## src/pkg/pel_cfg.svh

```systemverilog
// Constants for the peripheral event linker.
`ifndef PEL_CFG_SVH
`define PEL_CFG_SVH
`define PEL_NUM_SRC 18
`define PEL_NUM_DST 6
`define PEL_SEL_BASE 20'hF0300
`define PEL_SEL_LAST 20'hF0311
`define PEL_SEL_RESET 8'h00
`define PEL_DEST_LSB 0
`define PEL_DEST_MSB 2
`define PEL_DST_ADC 3'h1
`define PEL_DST_TA_CH0 3'h2
`define PEL_DST_TA_CH1 3'h3
`define PEL_DST_ITMR 3'h4
`define PEL_DST_ADV0 3'h5
`define PEL_DST_ADV1 3'h6
`endif

```

## src/pkg/pel_pkg.sv

```systemverilog
// Types for the peripheral event linker.
package pel_pkg;
  typedef logic [2:0] pel_dest_t;
  typedef logic [19:0] pel_addr_t;
  typedef logic [7:0] pel_data_t;
endpackage

```

## src/pkg/pel_if.sv

```systemverilog
// Event link between the linker and the peripheral side.
`timescale 1ns/100ps
interface pel_if;
  // Source events, one-cycle pulses.
  logic [17:0] src_event;
  // Destination events.
  logic adc_trigger;
  logic ta_ch0_input;
  logic ta_ch1_input;
  logic itmr_count_src;
  logic adv0_capture_d;
  logic adv1_capture_d;
  logic adv0_cutoff;
  logic adv1_cutoff;
  modport linker (input src_event, output adc_trigger, ta_ch0_input, ta_ch1_input, itmr_count_src,
    adv0_capture_d, adv1_capture_d, adv0_cutoff, adv1_cutoff);
  modport periph (output src_event, input adc_trigger, ta_ch0_input, ta_ch1_input, itmr_count_src,
    adv0_capture_d, adv1_capture_d, adv0_cutoff, adv1_cutoff);
endinterface

```

## src/hw/pel_linker.sv

```systemverilog
// Peripheral event linker: selector registers and event routing.
// Notes
// A source pulse on the link reaches its destination output one clock later,
// and every destination output is a flop, so receivers see clean pulses.
// Selectors should change only while the sources are idle: a write that lands
// beside a pulse can steer that pulse to the old or to the new destination.
// Code seven is stored and reads back, but it routes nowhere.
// Two sources sharing one destination are merged by OR; receivers cannot
// tell them apart, which is why software keeps destinations distinct.
// Clock enable low freezes the selectors, the read data and the pulses alike.
//
// The strobed register port was chosen for this implementation.
`timescale 1ns/100ps
`include "pel_cfg.svh"
module pel_linker
  import pel_pkg::*;
(
  // Clock, reset and enable.
  input wire logic clk_i,
  input wire logic rst_i,
  input wire logic ce_i,
  // Register port.
  input wire logic [19:0] addr_i,
  input wire logic [7:0] wdata_i,
  input wire logic wr_i,
  input wire logic rd_i,
  output logic [7:0] rdata_o,
  // Event link.
  pel_if.linker link
);
  typedef struct packed {
    logic [`PEL_NUM_SRC-1:0][2:0] sel;
    logic [7:0] rdata;
    logic [`PEL_NUM_DST-1:0] dst;
  } pel_state_t;

  pel_state_t st_r;
  pel_state_t st_nxt;

  // True when an address falls inside the selector window.
  function automatic logic sel_hit(input logic [19:0] a);
    sel_hit = (a >= `PEL_SEL_BASE) && (a <= `PEL_SEL_LAST);
  endfunction

  // Selector index of an address; only meaningful inside the window.
  function automatic logic [4:0] sel_index(input logic [19:0] a);
    logic [19:0] d;
    d = a - `PEL_SEL_BASE;
    sel_index = d[4:0];
  endfunction

  // One-hot destination vector of a selector code; zero and the reserved code route nowhere.
  function automatic logic [5:0] dest_decode(input pel_dest_t code);
    logic [5:0] v;
    v = 6'h00;
    case (code)
      // Conversion start trigger.
      `PEL_DST_ADC: begin
        v = 6'h01;
      end
      // Timer array channel 0 input.
      `PEL_DST_TA_CH0: begin
        v = 6'h02;
      end
      // Timer array channel 1 input.
      `PEL_DST_TA_CH1: begin
        v = 6'h04;
      end
      // Interval timer count source.
      `PEL_DST_ITMR: begin
        v = 6'h08;
      end
      // Advanced timer 0 capture and cutoff.
      `PEL_DST_ADV0: begin
        v = 6'h10;
      end
      // Advanced timer 1 capture and cutoff.
      `PEL_DST_ADV1: begin
        v = 6'h20;
      end
      default: begin
        v = 6'h00;
      end
    endcase
    dest_decode = v;
  endfunction

  // Register port decode.
  logic wr_hit;
  logic rd_hit;
  logic [4:0] wr_idx;
  logic [4:0] rd_idx;
  logic [7:0] rd_word;
  wire logic [`PEL_NUM_SRC-1:0] sel_we;
  wire logic [`PEL_NUM_DST-1:0] route [`PEL_NUM_SRC];
  wire logic [`PEL_NUM_DST-1:0] hit;

  // Write path: accesses outside the window are ignored.
  assign wr_hit = wr_i & sel_hit(addr_i);
  assign wr_idx = sel_index(addr_i);

  // Read path: a read outside the window returns zero.
  assign rd_hit = rd_i & sel_hit(addr_i);
  assign rd_idx = sel_index(addr_i);

  // Only three code bits are stored, so bits 7 to 3 always read back as zero.
  always_comb begin
    rd_word = 8'h00;
    for (int s = 0; s < `PEL_NUM_SRC; s++) begin
      if (rd_hit && rd_idx == 5'(s)) begin
        rd_word = {5'h00, st_r.sel[s]};
      end
    end
  end

  // Source order on the link:
  // 0-5 external pin edge events, 6 key return, 7 real-time clock,
  // 8-9 advanced timer 0 A and B, 10-11 advanced timer 1 A and B,
  // 12 advanced timer 1 underflow, 13 interval timer,
  // 14-17 timer array channels 0 to 3.
  genvar gs;
  genvar gd;
  generate
    for (gs = 0; gs < `PEL_NUM_SRC; gs++) begin : g_src
      // Write enable of this source's selector.
      assign sel_we[gs] = wr_hit & (wr_idx == 5'(gs));
      // A pulse lights exactly the destination its selector names, or none at all.
      assign route[gs] = link.src_event[gs] ? dest_decode(st_r.sel[gs]) : 6'h00;
    end

    for (gd = 0; gd < `PEL_NUM_DST; gd++) begin : g_dst
      logic any;
      // Sources mapped to one destination are merged rather than dropped.
      always_comb begin
        any = 1'b0;
        for (int s = 0; s < `PEL_NUM_SRC; s++) begin
          any = any | route[s][gd];
        end
      end
      assign hit[gd] = any;
    end
  endgenerate

  // Next state: destination pulses follow the source pulses by one cycle.
  always_comb begin
    st_nxt = st_r;
    st_nxt.dst = hit;
    st_nxt.rdata = rd_word;
    for (int s = 0; s < `PEL_NUM_SRC; s++) begin
      if (sel_we[s]) begin
        st_nxt.sel[s] = wdata_i[`PEL_DEST_MSB:`PEL_DEST_LSB];
      end
    end
  end

  // Selectors clear to zero, which routes every source nowhere.
  always_ff @(posedge clk_i) begin
    if (rst_i) begin
      st_r <= '0;
    end else if (ce_i) begin
      st_r <= st_nxt;
    end
  end

  // Read data stand for the one cycle after the read strobe.
  assign rdata_o = st_r.rdata;

  // Conversion start trigger.
  assign link.adc_trigger = st_r.dst[0];

  // Timer array channel 0 input.
  assign link.ta_ch0_input = st_r.dst[1];

  // Timer array channel 1 input.
  assign link.ta_ch1_input = st_r.dst[2];

  // Interval timer count source.
  assign link.itmr_count_src = st_r.dst[3];

  // Advanced timer 0 raises capture and cutoff together.
  assign link.adv0_capture_d = st_r.dst[4];
  assign link.adv0_cutoff = st_r.dst[4];

  // Advanced timer 1 raises capture and cutoff together.
  assign link.adv1_capture_d = st_r.dst[5];
  assign link.adv1_cutoff = st_r.dst[5];
endmodule // pel_linker

```

## src/flat_wrapper.sv

```systemverilog
// flat-port wrapper written by rule: the top's interface ports become plain ports
module pel_linker_flat import pel_pkg::*;
  (clk_i, rst_i, ce_i, addr_i, wdata_i, wr_i, rd_i, rdata_o, link_src_event, link_adc_trigger, link_ta_ch0_input, link_ta_ch1_input, link_itmr_count_src, link_adv0_capture_d, link_adv1_capture_d, link_adv0_cutoff, link_adv1_cutoff);
  pel_if link_i ();
  input wire logic clk_i;
  input wire logic rst_i;
  input wire logic ce_i;
  input wire logic [19:0] addr_i;
  input wire logic [7:0] wdata_i;
  input wire logic wr_i;
  input wire logic rd_i;
  output logic [7:0] rdata_o;
  input wire logic [$bits(link_i.src_event)-1:0] link_src_event;
  output wire logic [$bits(link_i.adc_trigger)-1:0] link_adc_trigger;
  output wire logic [$bits(link_i.ta_ch0_input)-1:0] link_ta_ch0_input;
  output wire logic [$bits(link_i.ta_ch1_input)-1:0] link_ta_ch1_input;
  output wire logic [$bits(link_i.itmr_count_src)-1:0] link_itmr_count_src;
  output wire logic [$bits(link_i.adv0_capture_d)-1:0] link_adv0_capture_d;
  output wire logic [$bits(link_i.adv1_capture_d)-1:0] link_adv1_capture_d;
  output wire logic [$bits(link_i.adv0_cutoff)-1:0] link_adv0_cutoff;
  output wire logic [$bits(link_i.adv1_cutoff)-1:0] link_adv1_cutoff;
  assign link_i.src_event = link_src_event;
  assign link_adc_trigger = link_i.adc_trigger;
  assign link_ta_ch0_input = link_i.ta_ch0_input;
  assign link_ta_ch1_input = link_i.ta_ch1_input;
  assign link_itmr_count_src = link_i.itmr_count_src;
  assign link_adv0_capture_d = link_i.adv0_capture_d;
  assign link_adv1_capture_d = link_i.adv1_capture_d;
  assign link_adv0_cutoff = link_i.adv0_cutoff;
  assign link_adv1_cutoff = link_i.adv1_cutoff;
  pel_linker u_core (.clk_i(clk_i), .rst_i(rst_i), .ce_i(ce_i), .addr_i(addr_i), .wdata_i(wdata_i), .wr_i(wr_i), .rd_i(rd_i), .rdata_o(rdata_o), .link(link_i));
endmodule
```

## config.mk

```make
export PLATFORM = sky130hd
export DESIGN_NAME = pel_linker_flat
export DESIGN_NICKNAME = d
export VERILOG_FILES = /design/src/pkg/pel_pkg.sv /design/src/pkg/pel_if.sv /design/src/hw/pel_linker.sv /design/src/flat_wrapper.sv
export VERILOG_INCLUDE_DIRS = /design/src /design/src/pkg
export SDC_FILE = /design/constraint.sdc
export NUM_CORES = 1
export LEC_CHECK = 0
export BUFFER_PORTS_ARGS = -buffer_cell sky130_fd_sc_hd__clkbuf_2
export CELL_PAD_IN_SITES_DETAIL_PLACEMENT = 1
export CELL_PAD_IN_SITES_GLOBAL_PLACEMENT = 1
export CORE_ASPECT_RATIO = 0.8
export CORE_MARGIN = 1
export CORE_UTILIZATION = 44
export DETAILED_ROUTE_END_ITERATION = 8
export PLACE_DENSITY = 0.89
export SLEW_MARGIN = 10
export SYNTH_ARGS = -nofsm -noshare
export SYNTH_HDL_FRONTEND = slang
export SYNTH_SLANG_ARGS = --single-unit
```

## constraint.sdc

```tcl
create_clock -name clk_i -period 2.2 [get_ports clk_i]
set_input_delay 0.44 -clock clk_i [delete_from_list [all_inputs] [get_ports clk_i]]
set_output_delay 0.44 -clock clk_i [all_outputs]
set_load 0.02 [all_outputs]
```

# [Word level (Yosys, flattened, before mapping)]
# Index checks and enable logic that the tools add are counted.
[op_classes] n_bitwise=122 n_div=0 n_mul=0 n_reduce_logical=38 n_lt_le_gt_ge=2 shifts=0 n_mux=54 n_eq_ne=125 n_addsub=1
[op_table] op="$pmux 6 s6" n=18
[op_table] op="$eq 3x3->1 const B" n=54
[op_table] op="$eq 3x2->1 const B" n=36
[op_table] op="$mux 6" n=18
[op_table] op="$or 1x1->1" n=102
[op_table] op="$eq 3x1->1 const B" n=18
[op_table] op="$mux 3" n=18
[op_table] op="$eq 5x4->1 const B" n=8
[op_table] op="$reduce_and 2->1" n=18
[op_table] op="$and 1x1->1" n=20
[op_table] op="$eq 5x3->1 const B" n=4
[op_table] op="$ge 20x20->1 const B" n=1
[op_table] op="$le 20x20->1 const B" n=1
[op_table] op="$logic_and 1x1->1" n=19
[op_table] op="$eq 5x2->1 const B" n=2
[op_table] op="$eq 5x5->1 const B" n=2
[op_table] op="$eq 5x1->1 const B" n=1
[op_table] op="$logic_not 5->1" n=1
[op_table] op="$sub 5x1->5 const B" n=1
[totals] ramBits=0 out_inout_bits=16 regBits=68 rom_bits=0 latchBits=0 mem_count=0 elab_cells=362

# [Depth between registers and ports, before layout]
[depth] depth_word=22 mapped_depth=7 depth_no_buf=5

# [Worst setup path before layout]
# Ideal clock, no wire load.
[synth_path] path_type="input to register" from="in addr_i[3]" to="reg u_core.st_r[23] (netlist bit)" t_required_ps=2073 stages=7 setup_time_ps=127 n_path_buf=2 slack_ps=262 t_arrival_ps=1812 path_cell_list="buf_4 -> o31ai_4 -> nand4_4 -> nor3_4 -> buf_12 -> nand3_2 -> mux2i_1"
[synth_via] elab_chain_cells=5 word_cells_on_any_way=8
[synth_lines] element="start: declaration" line="flat_wrapper.sv:8" text="input wire logic [19:0] addr_i;"
[synth_lines] element="$ge 20x20->1 (no line) / $le 20x20->1 (equally long branches)"
[synth_lines] element="$logic_and 1x1->1" line="pel_linker.sv:42" text="sel_hit = (a >= `PEL_SEL_BASE) && (a <= `PEL_SEL_LAST);"
[synth_lines] element="$and 1x1->1" line="pel_linker.sv:99" text="assign wr_hit = wr_i & sel_hit(addr_i);"
[synth_lines] element="$and 1x1->1 (*)" line="pel_linker.sv:126" text="assign sel_we[gs] = wr_hit & (wr_idx == 5'(gs));"
[synth_lines] element="$reduce_and 2->1 (no line) (*)"
[synth_lines] element="end signal: assignment" line="pel_linker.sv:161" text="st_r <= st_nxt;"
[synth_lines] element="end: declaration" line="pel_linker.sv:37" text="pel_state_t st_r;"
# Mark *: on every way between the ends. The rest lies on a longest branch, timed or not.
# A chain may end at the register's enable or synchronous reset.

# [Final worst setup path]
[layout_path] from="reg u_core.st_r[36] (netlist bit)" to="reg u_core.st_r (netlist bit u_core.link.adc_trigger)"
[layout_via] elab_chain_cells=14 word_cells_on_any_way=19
[layout_lines] element="$eq 3x3->1, or another cell as far along" line="pel_linker.sv:56" text="case (code)"
[layout_lines] element="$pmux 6 s6 (*)" line="pel_linker.sv:56"
[layout_lines] element="$mux 6 (*)" line="pel_linker.sv:128" text="assign route[gs] = link.src_event[gs] ? dest_decode(st_r.sel[gs]) : 6'h00;"
[layout_lines] element="$or 1x1->1 (*) (11 in series)" line="pel_linker.sv:137" text="any = any | route[s][gd];"
# Marked as above.

==> out/results.ini <==
[clocking]
cts_buffer_depth=2
clk_latency_ns=0.34
post_cts_buffers=0
clock-root-buffer=clkbuf_16
cts_max_level=3
cts_hold_repair.buffers=0
cts_tree=yes
cts_sinks=63
cts_resized=3
numCtsBuffers=9
clk_pin_slew_worst_paths_ns=0.06

[yosys]
netlist_area_um2=4660
async_flop_share=0
synthCells=519
yosys.area.top_type=dfxtp_1
synth_edf_count=0
synth_top_area_frac=0.271
ys_warn_count=0
ys.flop_type=dfxtp_1
synth_area_leaders=dfxtp_1, mux2i_1, nand4b_1
synth.distinct_cells=63
avgSynthCellArea_um2=8.97
ys_ff_latch=63
synth-seq-area-share=0.271

[critical_path]
worstSetupPathType=reg -> reg
endpoint_kind=flop
required_ns=2.40
start_kind=flop
crit_fanout=6
critPathArrivalTime_ns=2.42

[power]
p_comb_frac=0.117
seq_power_share=0.369
peakVddDrop_mv=0.454
power.internal_w=0.00234
p_per_area_nw_per_um2=537
p_switching_w=0.000782
clock_power_share=0.514
p_sw_frac=0.251
p_leak_nw=2.45

[timing]
timing.fmax_ghz=0.451
setup_slack_ns=-0.0175
fin_skew_ns=0.00487
hold_viol=0
holdWs_ns=0.390
relSlewSlack=0.431
setup_violations=1
finalCritPeriodShare=1.01
rsz0062_at_grt=no
worstMarginPinSlew_ns=0.842
period_needed_ns=2.22
report.final.slew_viol_count=0

[layout]
drive_above_1_share=0.265
diodes=0
fillers=1234
area.growth.synth_to_final_pct=24.8
nets=672
final_common_cell=buf_4
fin_cells=766
mostFrequentLayoutCells=buf_4, mux2i_1, dfxtp_1, clkbuf_2, nand2b_1

[routing]
viasPerCell=6.65
detail_route.first_pass.iterations=5
drc=0
first_iter_violations=497
vias=5095
antenna_left=0
totalWireLength_um=19100
wl_per_cell_um=24.9

[floorplanning]
fp.dieW_um=117
num_rows=33
core-area_um2=10300
die_area_um2=11000
io_pins=67
die_y_um=94.0
start_util=0.453

[outcome]
failed_checks=setup timing
status=complete, but fails checks

[global_routing]
antenna_found_initial=0
grt_pass1_vias=5176
grt_pass1_wl_um=29400
grt_max_degree=37
overflow=0
track_usage=0.367

[placement]
dp_slack_ns=-0.336
gp_congestion=0.963
dp_hpwl_um=14100
dp.cells=750
numPortBuffers=56

[flow_run]
max_cap_violations=0

[hold_path]
hold_class=in -> reg

==> final cells by class <==
class                           instances  area [um2]  area share
Clock buffer                           11         253      0.0435
Clock inverter                          5        80.1      0.0138
Inverter                                8        30.0     0.00517
Multi-Input combinational cell        412        3170       0.546
Sequential cell                        63        1260       0.217
Tap cell                              140         175      0.0301
Timing Repair Buffer                  127         838       0.144
==> path summary, 6_finish.rpt <==
kind,cells past startpoint,endpoint,slack (ns),from
worst min-delay path,3,u_core.st_r[64],0.39,wdata_i[2]
worst max register to register,6,u_core.link.adc_trigger,-0.02,u_core.st_r[36]
worst max-delay path,6,u_core.link.adc_trigger,-0.02,u_core.st_r[36]
worst min register to register,2,u_core.link.adc_trigger,0.49,u_core.link.adc_trigger
==> registers in the layout (all words and copies together) (netlist names) <==
signal / cells
u_core.link.adv1_capture_d: 1
u_core.link.adc_trigger: 1
u_core.link.ta_ch0_input: 1
u_core.link.itmr_count_src: 1
u_core.st_r: 54
u_core.rdata_o: 3
u_core.link.ta_ch1_input: 1
u_core.link.adv0_capture_d: 1
==> cells in the mapped netlist, types with 6 or more instances <==
master	n
a31oi_1	9
buf_4	11
clkbuf_1	22
dfxtp_1	63
inv_1	8
mux2i_1	64
nand2_1	18
nand2b_1	53
nand3_1	7
nand3_2	6
nand4_1	21
nand4b_1	42
nor2_1	41
nor2b_1	10
nor3_1	12
nor4_1	9
nor4bb_1	31
o21ai_0	6
==> worst max-delay path, cell delays in order (launching register included) <==
cell and delay [ns]:
dfxtp_1 0.47, nor4bb_1 0.15, nor4_2 0.43, nand4_1 0.21
a2111oi_1 0.57, buf_4 0.20, nor3_1 0.04
==> power groups by stage <==
stage	Combinational, W	Sequential [W]	Clock, W
2_1_floorplan	0.000185	0.00118	0
3_3_place_gp	0.000338	0.00118	0
3_5_place_dp	0.000350	0.00118	0
4_1_cts	0.000355	0.00115	0.00162
5_1_grt	0.000382	0.00115	0.00166
6_report	0.000364	0.00115	0.00161
==> metrics by stage <==
stage | cell area [um2] | total power (W) | utilization | setup TNS [ns]
2_1_floorplan | 4670 | 0.00137 | - | 0
3_3_place_gp | 5470 | 0.00151 | 0.532 | -0.278
3_5_place_dp | 5470 | 0.00153 | 0.532 | -0.336
4_1_cts | 5810 | 0.00312 | 0.565 | 0
5_1_grt | 5810 | 0.00320 | 0.565 | 0
6_report | 5810 | 0.00312 | 0.565 | -0.0175
==> layer usage <==
metal	wire, um	track usage	share of wire	vias to the layer above
li1	-	-	-	2199
met1	7920	0.468	0.41	2555
met2	8830	0.600	0.46	279
met3	1800	0.0929	0.094	62
met4	560	0.119	0.029	0
met5	0	0	0	-
==> cell families after synthesis <==
family | Yosys count | share of synthesized area
simple gates | 280 | 0.427
mux | 68 | 0.152
other cells | 1 | 0.000805
flops | 63 | 0.271
buf+inv | 48 | 0.0537
compound gates | 59 | 0.0954
No activity file was read; power rests on OpenSTA's default activity.
